--- src/rtl/pin_port_pkg.sv ---
// Purpose: shared constants and types of the three pin port block
// Assumes: apb slave with 32-bit data, one aligned word per register
// Notes: register bytes sit in the low eight bits, the bits above read as zero

package pin_port_pkg;

  // register byte addresses
  localparam logic [7:0] OFS_PIN_LEVELS = 8'h00;
  localparam logic [7:0] OFS_OUTPUT_LATCH = 8'h04;
  localparam logic [7:0] OFS_DIRECTION = 8'h08;
  localparam logic [7:0] OFS_CONVERTER_CFG = 8'h0c;
  localparam logic [7:0] OFS_IRQ_STATUS = 8'h10;
  localparam logic [7:0] OFS_IRQ_MASK = 8'h14;

  // direction_and_slave_status field positions
  localparam int DIR_LSB = 0;
  localparam int POS_SLAVE_PORT_SELECT = 4;
  localparam int POS_INPUT_OVERFLOW = 5;
  localparam int POS_OUTPUT_WORD_FULL = 6;
  localparam int POS_INPUT_WORD_FULL = 7;

  // converter_pin_config field positions
  localparam int POS_PIN_ANALOG_SELECT = 0;
  localparam int POS_VREF_SELECT = 4;

  // interrupt status bit positions
  localparam int POS_IRQ_HOST_WRITE = 0;
  localparam int POS_IRQ_HOST_READ = 1;
  localparam int POS_IRQ_OVERFLOW = 2;

  // reset values
  localparam logic [2:0] RST_LATCH = 3'h0;
  localparam logic [2:0] RST_DIRECTION = 3'h7;
  localparam logic [3:0] RST_PIN_ANALOG_SELECT = 4'h0;
  localparam logic [1:0] RST_VREF_SELECT = 2'h0;
  localparam logic [2:0] RST_IRQ_MASK = 3'h0;

  // pin_analog_select codes at or below which a pin stays analog
  localparam logic [3:0] ANALOG_LIMIT_PIN0 = 4'h9;
  localparam logic [3:0] ANALOG_LIMIT_PIN1 = 4'h8;
  localparam logic [3:0] ANALOG_LIMIT_PIN2 = 4'h7;

  // apb request as seen by the slave
  typedef struct packed {
    logic [7:0] addr;
    logic write;
    logic [31:0] wdata;
  } apb_req_t;

  // slave-port status flags
  typedef struct packed {
    logic input_word_full;
    logic output_word_full;
    logic input_overflow;
  } slave_status_t;

  // external strobes seen in slave-port mode, all active low
  typedef struct packed {
    logic select_n;
    logic write_n;
    logic read_n;
  } host_strobes_t;

endpackage

--- src/rtl/three_pin_port.sv ---
// Purpose: three pin general-purpose port with direction, latch and slave-port status
// Assumes: pins are asynchronous to pclk; slave-port transfer events come from logic on pclk
// Notes: the byte transfer engine and the converter itself live elsewhere
//
// Summary of operation
// - port is three bits wide; three pins individually set as input or output
// - a pin selected as analog reads zero in the pin-read register
// - direction bit one turns the pin driver off, pin is an input
// - direction bit zero drives the pin from its output latch bit
// - direction bits control drivers even when a pin is analog
// - after reset all three pins are analog inputs
// - latch register reads return latched values, not pin levels
// - direction register bit 3 is unimplemented and reads zero
// - direction bits 2..0 steer pins 2..0; one input, zero output
// - bit 7 reads one while a received word waits for the processor
// - bit 6 reads one while the output buffer holds an unread word
// - bit 5 sets on a write to an unread input word; software clears
// - bit 4 selects slave-port mode when one, plain port when zero
// - in slave-port mode pin0 is read strobe, pin1 write strobe, pin2 select
// - an output pin drives its latch value whatever the analog selection
// - the digital input path is off while a pin is analog, except for the slave-port strobes
// - bits 7..3 of pin-read and latch registers read zero
//
// The APB interface to the registers and the placing of the registers were chosen for this implementation.

`timescale 1ns/1ps
`default_nettype none

module three_pin_port
  import pin_port_pkg::*;
#(
  parameter int PINS = 3,
  parameter logic [3:0] LIMIT_PIN0 = ANALOG_LIMIT_PIN0,
  parameter logic [3:0] LIMIT_PIN1 = ANALOG_LIMIT_PIN1,
  parameter logic [3:0] LIMIT_PIN2 = ANALOG_LIMIT_PIN2
) (
  input wire logic pclk, // system clock, 20 MHz
  input wire logic presetn, // asynchronous reset, active low
  input wire logic clk_en, // freezes all state while low
  input wire logic psel, // apb select
  input wire logic penable, // apb access phase
  input wire logic pwrite, // apb direction, high for write
  input wire logic [7:0] paddr, // apb byte address
  input wire logic [31:0] pwdata, // apb write data
  output logic pready, // apb ready
  output logic [31:0] prdata, // apb read data, registered
  output logic pslverr, // apb error on unmapped address
  input wire logic [PINS-1:0] pin_in, // pin levels from the pads
  output logic [PINS-1:0] pin_out, // pin drive values
  output logic [PINS-1:0] pin_oe, // pin output enables, high while driving
  input wire logic host_write_done, // pulse: external write to the slave port ended
  input wire logic host_read_done, // pulse: external read of the slave port seen
  input wire logic input_word_taken, // pulse: processor read the received word
  input wire logic output_word_loaded, // pulse: processor wrote a word to send
  output host_strobes_t host_strobes, // synchronised strobes, inactive high outside slave mode
  output logic slave_port_select, // slave-port mode enabled
  output logic [3:0] pin_analog_select, // converter pin configuration field
  output logic [1:0] vref_select, // converter reference selection field
  output logic irq // level interrupt, high while an unmasked event is pending
);

  ////////////////////////////////////////////////////////////////////////////////
  // helpers

  // decides whether a pin is analog for the current configuration code
  function automatic logic is_analog(input logic [3:0] code, input logic [3:0] limit);
    is_analog = (code <= limit);
  endfunction

  // places a narrow field into the low bits of a bus word
  function automatic logic [31:0] to_word(input logic [7:0] value);
    to_word = {24'h000000, value};
  endfunction

  ////////////////////////////////////////////////////////////////////////////////
  // declarations

  apb_req_t req;
  logic [PINS-1:0] pin_sync1;
  logic [PINS-1:0] pin_sync2;
  logic [PINS-1:0] output_latch;
  logic [PINS-1:0] direction;
  logic [PINS-1:0] analog_pins;
  logic [PINS-1:0] pin_levels;
  slave_status_t status;
  logic [2:0] irq_status;
  logic [2:0] irq_mask;
  logic [2:0] irq_events;
  logic [7:0] direction_byte;
  logic capture_read;
  logic read_loaded;
  logic write_access;
  logic addr_mapped;
  logic next_input_word_full;
  logic next_output_word_full;
  logic next_input_overflow;
  logic [31:0] next_prdata;
  logic [7:0] wbyte;

  ////////////////////////////////////////////////////////////////////////////////
  // bus request and phase decode

  // gather the request fields that travel together
  assign req.addr = paddr;
  assign req.write = pwrite;
  assign req.wdata = pwdata;
  assign wbyte = req.wdata[7:0];

  // answer in the first access cycle; a setup edge lost to a freeze costs one wait state
  // without it a frozen setup edge would hand back the previous transfer's data
  assign pready = clk_en && (read_loaded || !penable);
  assign capture_read = clk_en && psel && !read_loaded;
  assign write_access = psel && penable && pready && req.write && addr_mapped;

  // marks that prdata already holds the word of the running transfer
  always_ff @(posedge pclk or negedge presetn) begin
    if (!presetn) begin
      read_loaded <= 1'b0;
    end else if (clk_en) begin
      read_loaded <= psel && !(penable && pready);
    end
  end

  // address decode shared by write and error paths; the read mux decodes the address itself
  always_comb begin
    case (req.addr)
      OFS_PIN_LEVELS, OFS_OUTPUT_LATCH, OFS_DIRECTION,
      OFS_CONVERTER_CFG, OFS_IRQ_STATUS, OFS_IRQ_MASK: addr_mapped = 1'b1;
      default: addr_mapped = 1'b0;
    endcase
  end

  // unmapped addresses answer with an error and no effect
  assign pslverr = psel && penable && !addr_mapped;

  ////////////////////////////////////////////////////////////////////////////////
  // pin input synchronisers

  // two flip-flops before any logic looks at a pad
  // the first stage may go metastable, so only the second stage is read
  always_ff @(posedge pclk or negedge presetn) begin
    if (!presetn) begin
      pin_sync1 <= '0;
      pin_sync2 <= '0;
    end else if (clk_en) begin
      pin_sync1 <= pin_in;
      pin_sync2 <= pin_sync1;
    end
  end

  ////////////////////////////////////////////////////////////////////////////////
  // analog selection and digital input path

  // per-pin analog flag from the converter configuration field
  always_comb begin
    analog_pins[0] = is_analog(pin_analog_select, LIMIT_PIN0);
    analog_pins[1] = is_analog(pin_analog_select, LIMIT_PIN1);
    analog_pins[2] = is_analog(pin_analog_select, LIMIT_PIN2);
  end

  // analog pins read as zero; digital input buffer off
  assign pin_levels = pin_sync2 & ~analog_pins;

  ////////////////////////////////////////////////////////////////////////////////
  // pin drivers

  // each direction bit alone steers its driver, analog or not
  assign pin_oe = ~direction;
  assign pin_out = output_latch;

  ////////////////////////////////////////////////////////////////////////////////
  // output latch

  // written through either the pin-read or the latch address
  always_ff @(posedge pclk or negedge presetn) begin
    if (!presetn) begin
      output_latch <= RST_LATCH;
    end else if (write_access) begin
      if (req.addr == OFS_PIN_LEVELS || req.addr == OFS_OUTPUT_LATCH) begin
        output_latch <= wbyte[PINS-1:0];
      end
    end
  end

  ////////////////////////////////////////////////////////////////////////////////
  // direction bits and slave-port select

  // direction resets to inputs; the mode bit resets to plain port
  always_ff @(posedge pclk or negedge presetn) begin
    if (!presetn) begin
      direction <= RST_DIRECTION;
      slave_port_select <= 1'b0;
    end else if (write_access && req.addr == OFS_DIRECTION) begin
      direction <= wbyte[DIR_LSB +: PINS];
      slave_port_select <= wbyte[POS_SLAVE_PORT_SELECT];
    end
  end

  ////////////////////////////////////////////////////////////////////////////////
  // converter pin configuration

  // reset code leaves every pin analog
  always_ff @(posedge pclk or negedge presetn) begin
    if (!presetn) begin
      pin_analog_select <= RST_PIN_ANALOG_SELECT;
      vref_select <= RST_VREF_SELECT;
    end else if (write_access && req.addr == OFS_CONVERTER_CFG) begin
      pin_analog_select <= wbyte[POS_PIN_ANALOG_SELECT +: 4];
      vref_select <= wbyte[POS_VREF_SELECT +: 2];
    end
  end

  ////////////////////////////////////////////////////////////////////////////////
  // slave-port status flags

  // set wins over clear in every flag except output-full, where host_read_done wins
  // overflow clears only on a direction write with bit 5 low
  always_comb begin
    next_input_word_full = status.input_word_full;
    next_output_word_full = status.output_word_full;
    next_input_overflow = status.input_overflow;
    if (input_word_taken) begin
      next_input_word_full = 1'b0;
    end
    if (host_write_done) begin
      next_input_word_full = 1'b1;
    end
    if (host_read_done) begin
      next_output_word_full = 1'b0;
    end
    if (output_word_loaded && !host_read_done) begin
      next_output_word_full = 1'b1;
    end
    if (write_access && req.addr == OFS_DIRECTION && !wbyte[POS_INPUT_OVERFLOW]) begin
      next_input_overflow = 1'b0;
    end
    if (host_write_done && status.input_word_full && !input_word_taken) begin
      next_input_overflow = 1'b1;
    end
  end

  // status flags register
  always_ff @(posedge pclk or negedge presetn) begin
    if (!presetn) begin
      status <= '0;
    end else if (clk_en) begin
      status.input_word_full <= next_input_word_full;
      status.output_word_full <= next_output_word_full;
      status.input_overflow <= next_input_overflow;
    end
  end

  ////////////////////////////////////////////////////////////////////////////////
  // strobe pins in slave-port mode

  // strobes come straight from synchronised pads, held inactive otherwise
  always_comb begin
    if (slave_port_select) begin
      host_strobes.read_n = pin_sync2[0];
      host_strobes.write_n = pin_sync2[1];
      host_strobes.select_n = pin_sync2[2];
    end else begin
      host_strobes.read_n = 1'b1;
      host_strobes.write_n = 1'b1;
      host_strobes.select_n = 1'b1;
    end
  end

  ////////////////////////////////////////////////////////////////////////////////
  // interrupt status and mask

  // events that raise sticky interrupt bits
  // overflow raises an event only on its rising edge
  always_comb begin
    irq_events = '0;
    irq_events[POS_IRQ_HOST_WRITE] = host_write_done;
    irq_events[POS_IRQ_HOST_READ] = host_read_done;
    irq_events[POS_IRQ_OVERFLOW] = next_input_overflow && !status.input_overflow;
  end

  // write one clears; a new event in the same cycle stays set
  always_ff @(posedge pclk or negedge presetn) begin
    if (!presetn) begin
      irq_status <= '0;
    end else if (clk_en) begin
      if (write_access && req.addr == OFS_IRQ_STATUS) begin
        irq_status <= (irq_status & ~wbyte[2:0]) | irq_events;
      end else begin
        irq_status <= irq_status | irq_events;
      end
    end
  end

  // interrupt mask register
  always_ff @(posedge pclk or negedge presetn) begin
    if (!presetn) begin
      irq_mask <= RST_IRQ_MASK;
    end else if (write_access && req.addr == OFS_IRQ_MASK) begin
      irq_mask <= wbyte[2:0];
    end
  end

  // level output, high while an unmasked bit is pending
  assign irq = |(irq_status & irq_mask);

  ////////////////////////////////////////////////////////////////////////////////
  // read data

  // direction/status byte; bit 3 has no storage
  always_comb begin
    direction_byte = '0;
    direction_byte[DIR_LSB +: PINS] = direction;
    direction_byte[POS_SLAVE_PORT_SELECT] = slave_port_select;
    direction_byte[POS_INPUT_OVERFLOW] = status.input_overflow;
    direction_byte[POS_OUTPUT_WORD_FULL] = status.output_word_full;
    direction_byte[POS_INPUT_WORD_FULL] = status.input_word_full;
  end

  // read mux; upper bits of the port registers stay zero
  always_comb begin
    case (req.addr)
      OFS_PIN_LEVELS: next_prdata = to_word({5'h00, pin_levels});
      OFS_OUTPUT_LATCH: next_prdata = to_word({5'h00, output_latch});
      OFS_DIRECTION: next_prdata = to_word(direction_byte);
      OFS_CONVERTER_CFG: next_prdata = to_word({2'h0, vref_select, pin_analog_select});
      OFS_IRQ_STATUS: next_prdata = to_word({5'h00, irq_status});
      OFS_IRQ_MASK: next_prdata = to_word({5'h00, irq_mask});
      default: next_prdata = 32'h00000000;
    endcase
  end

  // read data captured once per transfer, normally at the setup edge, stable until the next one
  always_ff @(posedge pclk or negedge presetn) begin
    if (!presetn) begin
      prdata <= 32'h00000000;
    end else if (capture_read) begin
      prdata <= req.write ? 32'h00000000 : next_prdata;
    end
  end

endmodule

`default_nettype wire

--- config.mk ---
export PLATFORM = sky130hd
export DESIGN_NAME = three_pin_port
export DESIGN_NICKNAME = d
export VERILOG_FILES = /design/src/rtl/pin_port_pkg.sv /design/src/rtl/three_pin_port.sv
export SDC_FILE = /design/constraint.sdc
export NUM_CORES = 1
export LEC_CHECK = 0
export ABC_AREA = 0
export BUFFER_PORTS_ARGS = -buffer_cell sky130_fd_sc_hd__buf_2
export CELL_PAD_IN_SITES_DETAIL_PLACEMENT = 2
export CELL_PAD_IN_SITES_GLOBAL_PLACEMENT = 2
export CORE_ASPECT_RATIO = 0.6
export CORE_MARGIN = 2
export CORE_UTILIZATION = 26
export DETAILED_ROUTE_END_ITERATION = 12
export HOLD_SLACK_MARGIN = 0.08
export PLACE_DENSITY_LB_ADDON = 0.1
export SYNTH_ARGS = -nofsm -noshare
export SYNTH_HDL_FRONTEND = slang
export SYNTH_SLANG_ARGS = --single-unit
--- constraint.sdc ---
create_clock -name pclk -period 2.1 [get_ports pclk]
set_input_delay 0.315 -clock pclk [delete_from_list [all_inputs] [get_ports pclk]]
set_output_delay 0.315 -clock pclk [all_outputs]
set_load 0.01 [all_outputs]
==> flow_summary_export.csv, run 1 <==
group,metric,value,unit
yosys,ys.flop_type,"dfrtp_1",
detailed_routing,vias,1595,
yosys,synth.distinct_cells,41,
yosys,async_flop_share,100,%
worst_setup_path,critical_path.max_stage_delay,0.50,ns
clock_network,post-cts-setup-buffer-count,0,
detailed_routing,routed_wl,5940,um
floorplan,chipWidth,116,um
floorplan,ios,104,
worst_hold_path,hold_path_depth,2,
power,peakVddDrop,0.318,mV
detailed_routing,detailedRoute.firstPassIterationCount,5,
sta,rsz0062_at_grt,"false",
power,p_per_area,690,nW/um^2
detailed_routing,vias_per_cell,4.48,
clock_network,root_buffer,"clkbuf_16",
sta,maxSlewViolCount,0,
detailed_routing,routedWlPerCell,16.7,um
worst_setup_path,reg2reg_from,"read_loaded",
worst_hold_path,min-delay-start,"host_read_done",
worst_setup_path,path_cells,"and2_1 > nand2_1 > or3_1 > mux2_4",
worst_setup_path,worstPathMaxFanout,5,
sta,worst_hold_slack,0.255,ns
placement,port_buffers,53,
final_layout,area_growth_syn_to_layout,26.9,%
clock_network,cts.sinks,37,
clock_network,h-tree-depth,2,
clock_network,worstSkewPairLatency,0.28,ns
global_routing,first_global_vias,1638,
global_routing,grt.overflow.total,0,
yosys,synth_seq_cells,37,
sta,period_share,80.3,%
yosys,ys_seq_area_share,47.2,%
sta,tns,0,ns
final_layout,antennaDiodeCount,0,
worst_setup_path,critical_path_class,"reg2reg",
global_routing,grtUsageTotal,15.2,%
global_routing,antenna_found_initial,0,
sta,worst_slack,0.413,ns
yosys,syn_avg_cell_area,10.7,um^2
worst_setup_path,start_kind,"flop",
yosys,synth-edff-count,0,
final_layout,final_util,34.2,%
status,status,"completed",
global_routing,grt_pass1_wl,9210,um
job,max_cap_violations,0,
worst_setup_path,end_kind,"flop",
worst_setup_path,reg2reg_to,"slave_port_select",
sta,fin_skew,0.00886,ns
worst_hold_path,min_to,"direction_byte[6]",
placement,post_dp_cell_area,2340,um^2
sta,clock.fmax,593,MHz
floorplan,coreArea,7300,um^2
worst_hold_path,hold_class,"in2reg",
sta,setup-violations-final,0,
final_layout,stdcell_area,2500,um^2
final_layout,nets,304,
clock_network,cts_made_buffers,5,
sta,hold_viol_final,0,
placement,dp_hpwl,4740,um
global_routing,grt_max_degree,21,
clock_network,clockBufferDepth,2,
floorplan,die_h,71.4,um
floorplan,initial_core_util,27.0,%
worst_setup_path,reg2reg_slack,0.41,ns
power,leakage,1.24,nW
clock_network,cts_tree,"done",
detailed_routing,ant_nets,0,
floorplan,row_count,24,
worst_setup_path,critPathRequiredTime,2.27,ns
detailed_routing,drtIter0Drc,55,
worst_setup_path,cp.arrival,1.86,ns
yosys,yosys_warnings,0,
clock_network,ctsResizeCount,0,
final_layout,drive_gt1_share,40.5,%
placement,place_ws,0.190,ns
final_layout,nFillCells,821,
floorplan,die-area,8310,um^2
placement,gp_congestion,0.797,
sta,min_period,1.69,ns
worst_setup_path,crit_buf_inv,0,
detailed_routing,drcViolationCount,0,
worst_setup_path,r2r_cells,4,
clock_network,path_clk_slew,0.06,ns
worst_setup_path,critical-path-top-delay-family,"simple AND/OR/NAND/NOR gates",
worst_setup_path,critPathSlowestCell,"or3_1",
yosys,syn_area,1970,um^2
yosys,netlist_instances,184,
## Yosys cell counts (3+ instances only)
| library cell | number | share of area [%] |
|---|---|---|
| dfrtp_1 | 34 | 43 |
| buf_4 | 24 | 9.1 |
| nand2_1 | 21 | 4.0 |
| mux2_2 | 20 | 11 |
| o21ai_0 | 8 | 2.0 |
| inv_1 | 7 | 1.3 |
| a21oi_1 | 6 | 1.5 |
| mux2i_1 | 5 | 2.5 |
| nor2_1 | 5 | 0.95 |
| clkbuf_1 | 4 | 0.76 |
| a31oi_1 | 3 | 0.95 |
| dfstp_2 | 3 | 4.0 |
| mux2_4 | 3 | 2.3 |
| nand2b_1 | 3 | 0.95 |
| nor3_1 | 3 | 0.76 |
| o41ai_1 | 3 | 1.3 |
## registers in the layout, summed over array words and instances (netlist names)
signal and cells:
vref_select 2, irq_status 3, pin_sync2 3, pin_analog_select 4, slave_port_select 1, direction_byte 3
direction 3, read_loaded 1, prdata 8, pin_sync1 3, irq_mask 3, pin_out 3
## power breakdown
part	switching, mW	internal [mW]
registers	0.0251	0.745
clock network	0.294	0.473
logic	0.114	0.0717
total	0.433	1.29
## cells in the final DEF (no fill, tap or decap), drive strengths merged
master,synthesis,layout
a222oi,1,1
mux2i,5,5
nor4bb,1,1
a41oi,1,1
nor4,1,1
a21o,1,1
o21ai,8,8
clkinvlp,0,1
nor2b,1,1
inv,7,7
a21boi,1,1
a21oi,6,6
nand4,2,2
buf,26,66
and3,1,1
o41ai,3,3
nor2,5,5
or2,1,1
a31oi,3,3
a22o,2,2
nor3,3,3
mux2,23,23
and2,1,1
or3,1,1
nand2,21,21
clkbuf,4,7
conb,1,24
a22oi,2,2
nand4b,2,2
nand2b,3,3
o31ai,2,2
dfrtp,34,34
nand3b,1,1
dlygate4sd3,0,1
dfstp,3,3
o22a,1,1
nand3,3,3
o22ai,2,2
a221o,1,1
## worst reg2reg max path, stage by stage (launching register included)
cell     delay, ns
dfrtp_1       0.39
and2_1        0.20
nand2_1       0.15
or3_1         0.50
mux2_4        0.35
## area by class of cell
type	count	area, um^2	area share [%]
inverters	7	26.3	1.05
clock inverters	1	7.51	0.300
multi-input cells	133	890	35.6
flip-flops and latches	37	930	37.2
well taps	104	130	5.21
repair buffers	67	373	14.9
clock buffers	7	143	5.71
## logic make-up (layout without fill, tap and decap cells)
family	count (synthesis)	after routing	share of synthesized area (%)
simple gates	47	47	12.8
flops	37	37	47.2
buf+inv	37	82	12.0
compound gates	34	34	11.6
mux	28	28	16.3
other cells	1	24	0.190
## layer usage
metal,GRT usage (%),vias up,routed length [um]
li1,-,746,-
met1,23.2,791,3200
met2,20.2,56,2360
met3,4.40,2,342
met4,5.16,0,40
met5,0,-,0
## worst max path at each step
stage | slack [ns] | to | cells past startpoint | startpoint
3_3_place_gp | 0.18 | slave_port_select | 5 | paddr[4]
6_report | 0.41 | slave_port_select | 4 | read_loaded
2_1_floorplan | 0.38 | slave_port_select | 5 | paddr[4]
5_1_grt | 0.36 | slave_port_select | 4 | read_loaded
4_1_cts | 0.42 | slave_port_select | 4 | read_loaded
3_5_place_dp | 0.19 | slave_port_select | 5 | paddr[4]
## metrics by stage
stage | cells | total power, mW
after floorplan | 207 | 0.898
after global placement | 347 | 0.964
after detailed placement | 347 | 0.968
after CTS | 356 | 1.75
after global routing | 356 | 1.81
final | 356 | 1.72
## timing repair
item / CTS / global route
endpoints found under the setup margin: 0 / 0
hold endpoints to repair: 11 / 0
hold buffers: 1 / 0
Power figures use the tool's default switching activity.
==> inputs of run 2 (changes only) <==
--- a/config.mk
+++ b/config.mk
@@ -5,13 +5,13 @@
 export SDC_FILE = /design/constraint.sdc
 export NUM_CORES = 1
 export LEC_CHECK = 0
-export ABC_AREA = 0
+export ABC_AREA = 1
 export BUFFER_PORTS_ARGS = -buffer_cell sky130_fd_sc_hd__buf_2
 export CELL_PAD_IN_SITES_DETAIL_PLACEMENT = 2
 export CELL_PAD_IN_SITES_GLOBAL_PLACEMENT = 2
 export CORE_ASPECT_RATIO = 0.6
 export CORE_MARGIN = 2
-export CORE_UTILIZATION = 26
+export CORE_UTILIZATION = 24
 export DETAILED_ROUTE_END_ITERATION = 12
 export HOLD_SLACK_MARGIN = 0.08
 export PLACE_DENSITY_LB_ADDON = 0.1
==> constraint.sdc (replaced) <==
create_clock -name pclk -period 1.6 [get_ports pclk]
set_input_delay 0.24 -clock pclk [delete_from_list [all_inputs] [get_ports pclk]]
set_output_delay 0.24 -clock pclk [all_outputs]
set_load 0.01 [all_outputs]
==> run 2 against run 1 <==
Effect of this change:
- area after synthesis is 12% higher
- synthesized cell count grew 58%
- worst setup slack got worse by 0.17 ns
- largest power group is now the clock network
- clock power grew 69%
- first-iteration DRC count is 25% lower
- sequential cell count did not move
==> flow_summary_export.csv, run 2 <==
group,metric,value,unit
status,status,"completed",
yosys,synth_seq_cells,37,
yosys,syn_area,2200,um^2
worst_hold_path,hold_class,"in2reg",
yosys,synth-simple-area-share,34.1,%
final_layout,drive_gt1_share,29.1,%
final_layout,layout_commonest_cell,"nand2_1",
worst_setup_path,critPathRequiredTime,1.36,ns
floorplan,coreArea,8720,um^2
yosys,muxShareOfSynthArea,0,%
final_layout,antennaDiodeCount,0,
clock_network,cts_made_buffers,5,
yosys,yosysMostFrequentCell,"nand2_1",
floorplan,ios,104,
final_layout,largest_register_ffs,8,
yosys,synth_xor_area_share,0,%
global_routing,grtUsageTotal,15.0,%
sta,rsz0062_at_grt,"false",
worst_setup_path,critical_path_class,"in2out",
final_layout,final_cells,469,
yosys,yosys.area.top_type,"dfrtp_1",
global_routing,grt_pass1_wl,11600,um
global_routing,grt_max_degree,24,
detailed_routing,drtIter0Drc,41,
clock_network,path_clk_slew,0.06,ns
worst_setup_path,startpoint,"paddr[1]",
global_routing,first_global_vias,2182,
final_layout,top_regs,"prdata (8), pin_analog_select (4)",
detailed_routing,drcViolationCount,0,
worst_setup_path,cp.arrival,1.12,ns
worst_setup_path,start_kind,"primary input",
floorplan,initial_core_util,25.2,%
yosys,synth.distinct_cells,28,
clock_network,cts_tree,"done",
floorplan,chipWidth,128,um
power,p_per_area,911,nW/um^2
clock_network,ctsResizeCount,0,
detailed_routing,vias_per_cell,4.24,
detailed_routing,detailedRoute.firstPassIterationCount,4,
placement,dp.cells,460,
worst_setup_path,worstPathMaxFanout,3,
sta,period_share,84.9,%
sta,tns,0,ns
sta,hold_viol_final,0,
yosys,syn_avg_cell_area,7.56,um^2
job,max_cap_violations,0,
clock_network,clockBufferDepth,2,
final_layout,largest-register,"prdata",
worst_setup_path,reg2reg_from,"read_loaded",
clock_network,worstSkewPairLatency,0.28,ns
yosys,synthAdderAreaFrac,0,%
clock_network,cts.sinks,37,
yosys,synth-edff-count,0,
final_layout,area_growth_syn_to_layout,25.4,%
yosys,synth_top_family_by_area,"simple AND/OR/NAND/NOR gates",
yosys,synth_area_leaders,"dfrtp_1, nand2_1, buf_4",
yosys,synth_compound_area_share,7.45,%
final_layout,nets,409,
yosys,yosysTopAreaCellShare,38.7,%
final_layout,nFillCells,1040,
detailed_routing,vias,1990,
yosys,yosys_warnings,0,
placement,gp_congestion,0.745,
yosys,synth_common_cells,"nand2_1, dfrtp_1, inv_1, nand3_1, buf_4",
floorplan,die_h,78.2,um
yosys,ys.flop_type,"dfrtp_1",
yosys,async_flop_share,100,%
placement,dp_hpwl,5850,um
detailed_routing,routed_wl,7040,um
sta,maxSlewViolCount,0,
global_routing,antenna_found_initial,0,
floorplan,die-area,9970,um^2
yosys,netlist_instances,291,
detailed_routing,routedWlPerCell,15.0,um
worst_hold_path,min-delay-start,"pin_in[0]",
power,peakVddDrop,0.389,mV
clock_network,root_buffer,"clkbuf_16",
yosys,ys_seq_area_share,42.3,%
clock_network,h-tree-depth,2,
final_layout,mostFrequentLayoutCells,"nand2_1, buf_2, dfrtp_1",
sta,min_period,1.36,ns
power,leakage,1.56,nW
detailed_routing,ant_nets,0,
global_routing,grt.overflow.total,0,
sta,setup-violations-final,0,
placement,port_buffers,53,
worst_setup_path,end_kind,"output port",
worst_setup_path,reg2reg_slack,0.35,ns
sta,fin_skew,0.00376,ns
sta,clock.fmax,736,MHz
floorplan,row_count,26,
## run 2: path summary, 6_finish.rpt
kind,end,depth (start not counted)
worst max-delay path,pslverr,6
worst min-delay path,pin_sync1[0],3
worst max register to register,irq_status[2],6
worst min register to register,prdata[6],2
max in group asynchronous,pin_analog_select[3],3
min in group asynchronous,irq_mask[1],2
## run 2: layer usage
| metal | GRT usage (%) | wire (um) | vias up |
|---|---|---|---|
| li1 | - | - | 982 |
| met1 | 22.5 | 3700 | 960 |
| met2 | 22.7 | 3020 | 44 |
| met3 | 2.93 | 284 | 4 |
| met4 | 2.64 | 38 | 0 |
| met5 | 0 | 0 | - |
## run 2: layout make-up
type | instances | area, um^2 | area share (%)
multi-input combinational | 211 | 1000 | 36.4
sequential | 37 | 930 | 33.7
timing repair buffer | 62 | 348 | 12.6
inverter | 39 | 146 | 5.31
tap | 112 | 140 | 5.08
clock buffer | 5 | 125 | 4.54
clock inverter | 3 | 65.1 | 2.36
## run 2: stage by stage
stage	hold slack [ns]	power (mW)	util, %	setup slack [ns]	instance area, um^2
after global placement	0.196	1.23	29.3	0.108	2560
after global routing	0.173	2.61	31.6	0.117	2760
after CTS	0.161	2.54	31.6	0.234	2760
after floorplan	-0.0556	1.16	-	0.501	2290
final	0.161	2.51	31.6	0.241	2760
after detailed placement	0.194	1.23	29.3	0.0747	2560
## run 2: cells by family after synthesis
| family | after synthesis |
|---|---|
| other | 1 |
| and+or+nand+nor | 159 |
| AOI/OAI and AO/OA | 28 |
| buffers and inverters | 66 |
| DFF | 37 |
## run 2: critical path: stages
cell	delay, ns
buf_2	0.11
nor2_1	0.13
o21ai_1	0.10
nor2_2	0.26
nor2_1	0.12
buf_2	0.16
## run 2: power by group
| group | internal, mW | switching [mW] |
|---|---|---|
| registers | 0.962 | 0.0143 |
| clock network | 0.891 | 0.410 |
| logic | 0.0713 | 0.164 |
## run 2: timing repair
item                                   4_1_cts  5_1_grt
hold buffers                                 1        0
setup buffers                                0        0
endpoints found under the hold margin       11        0
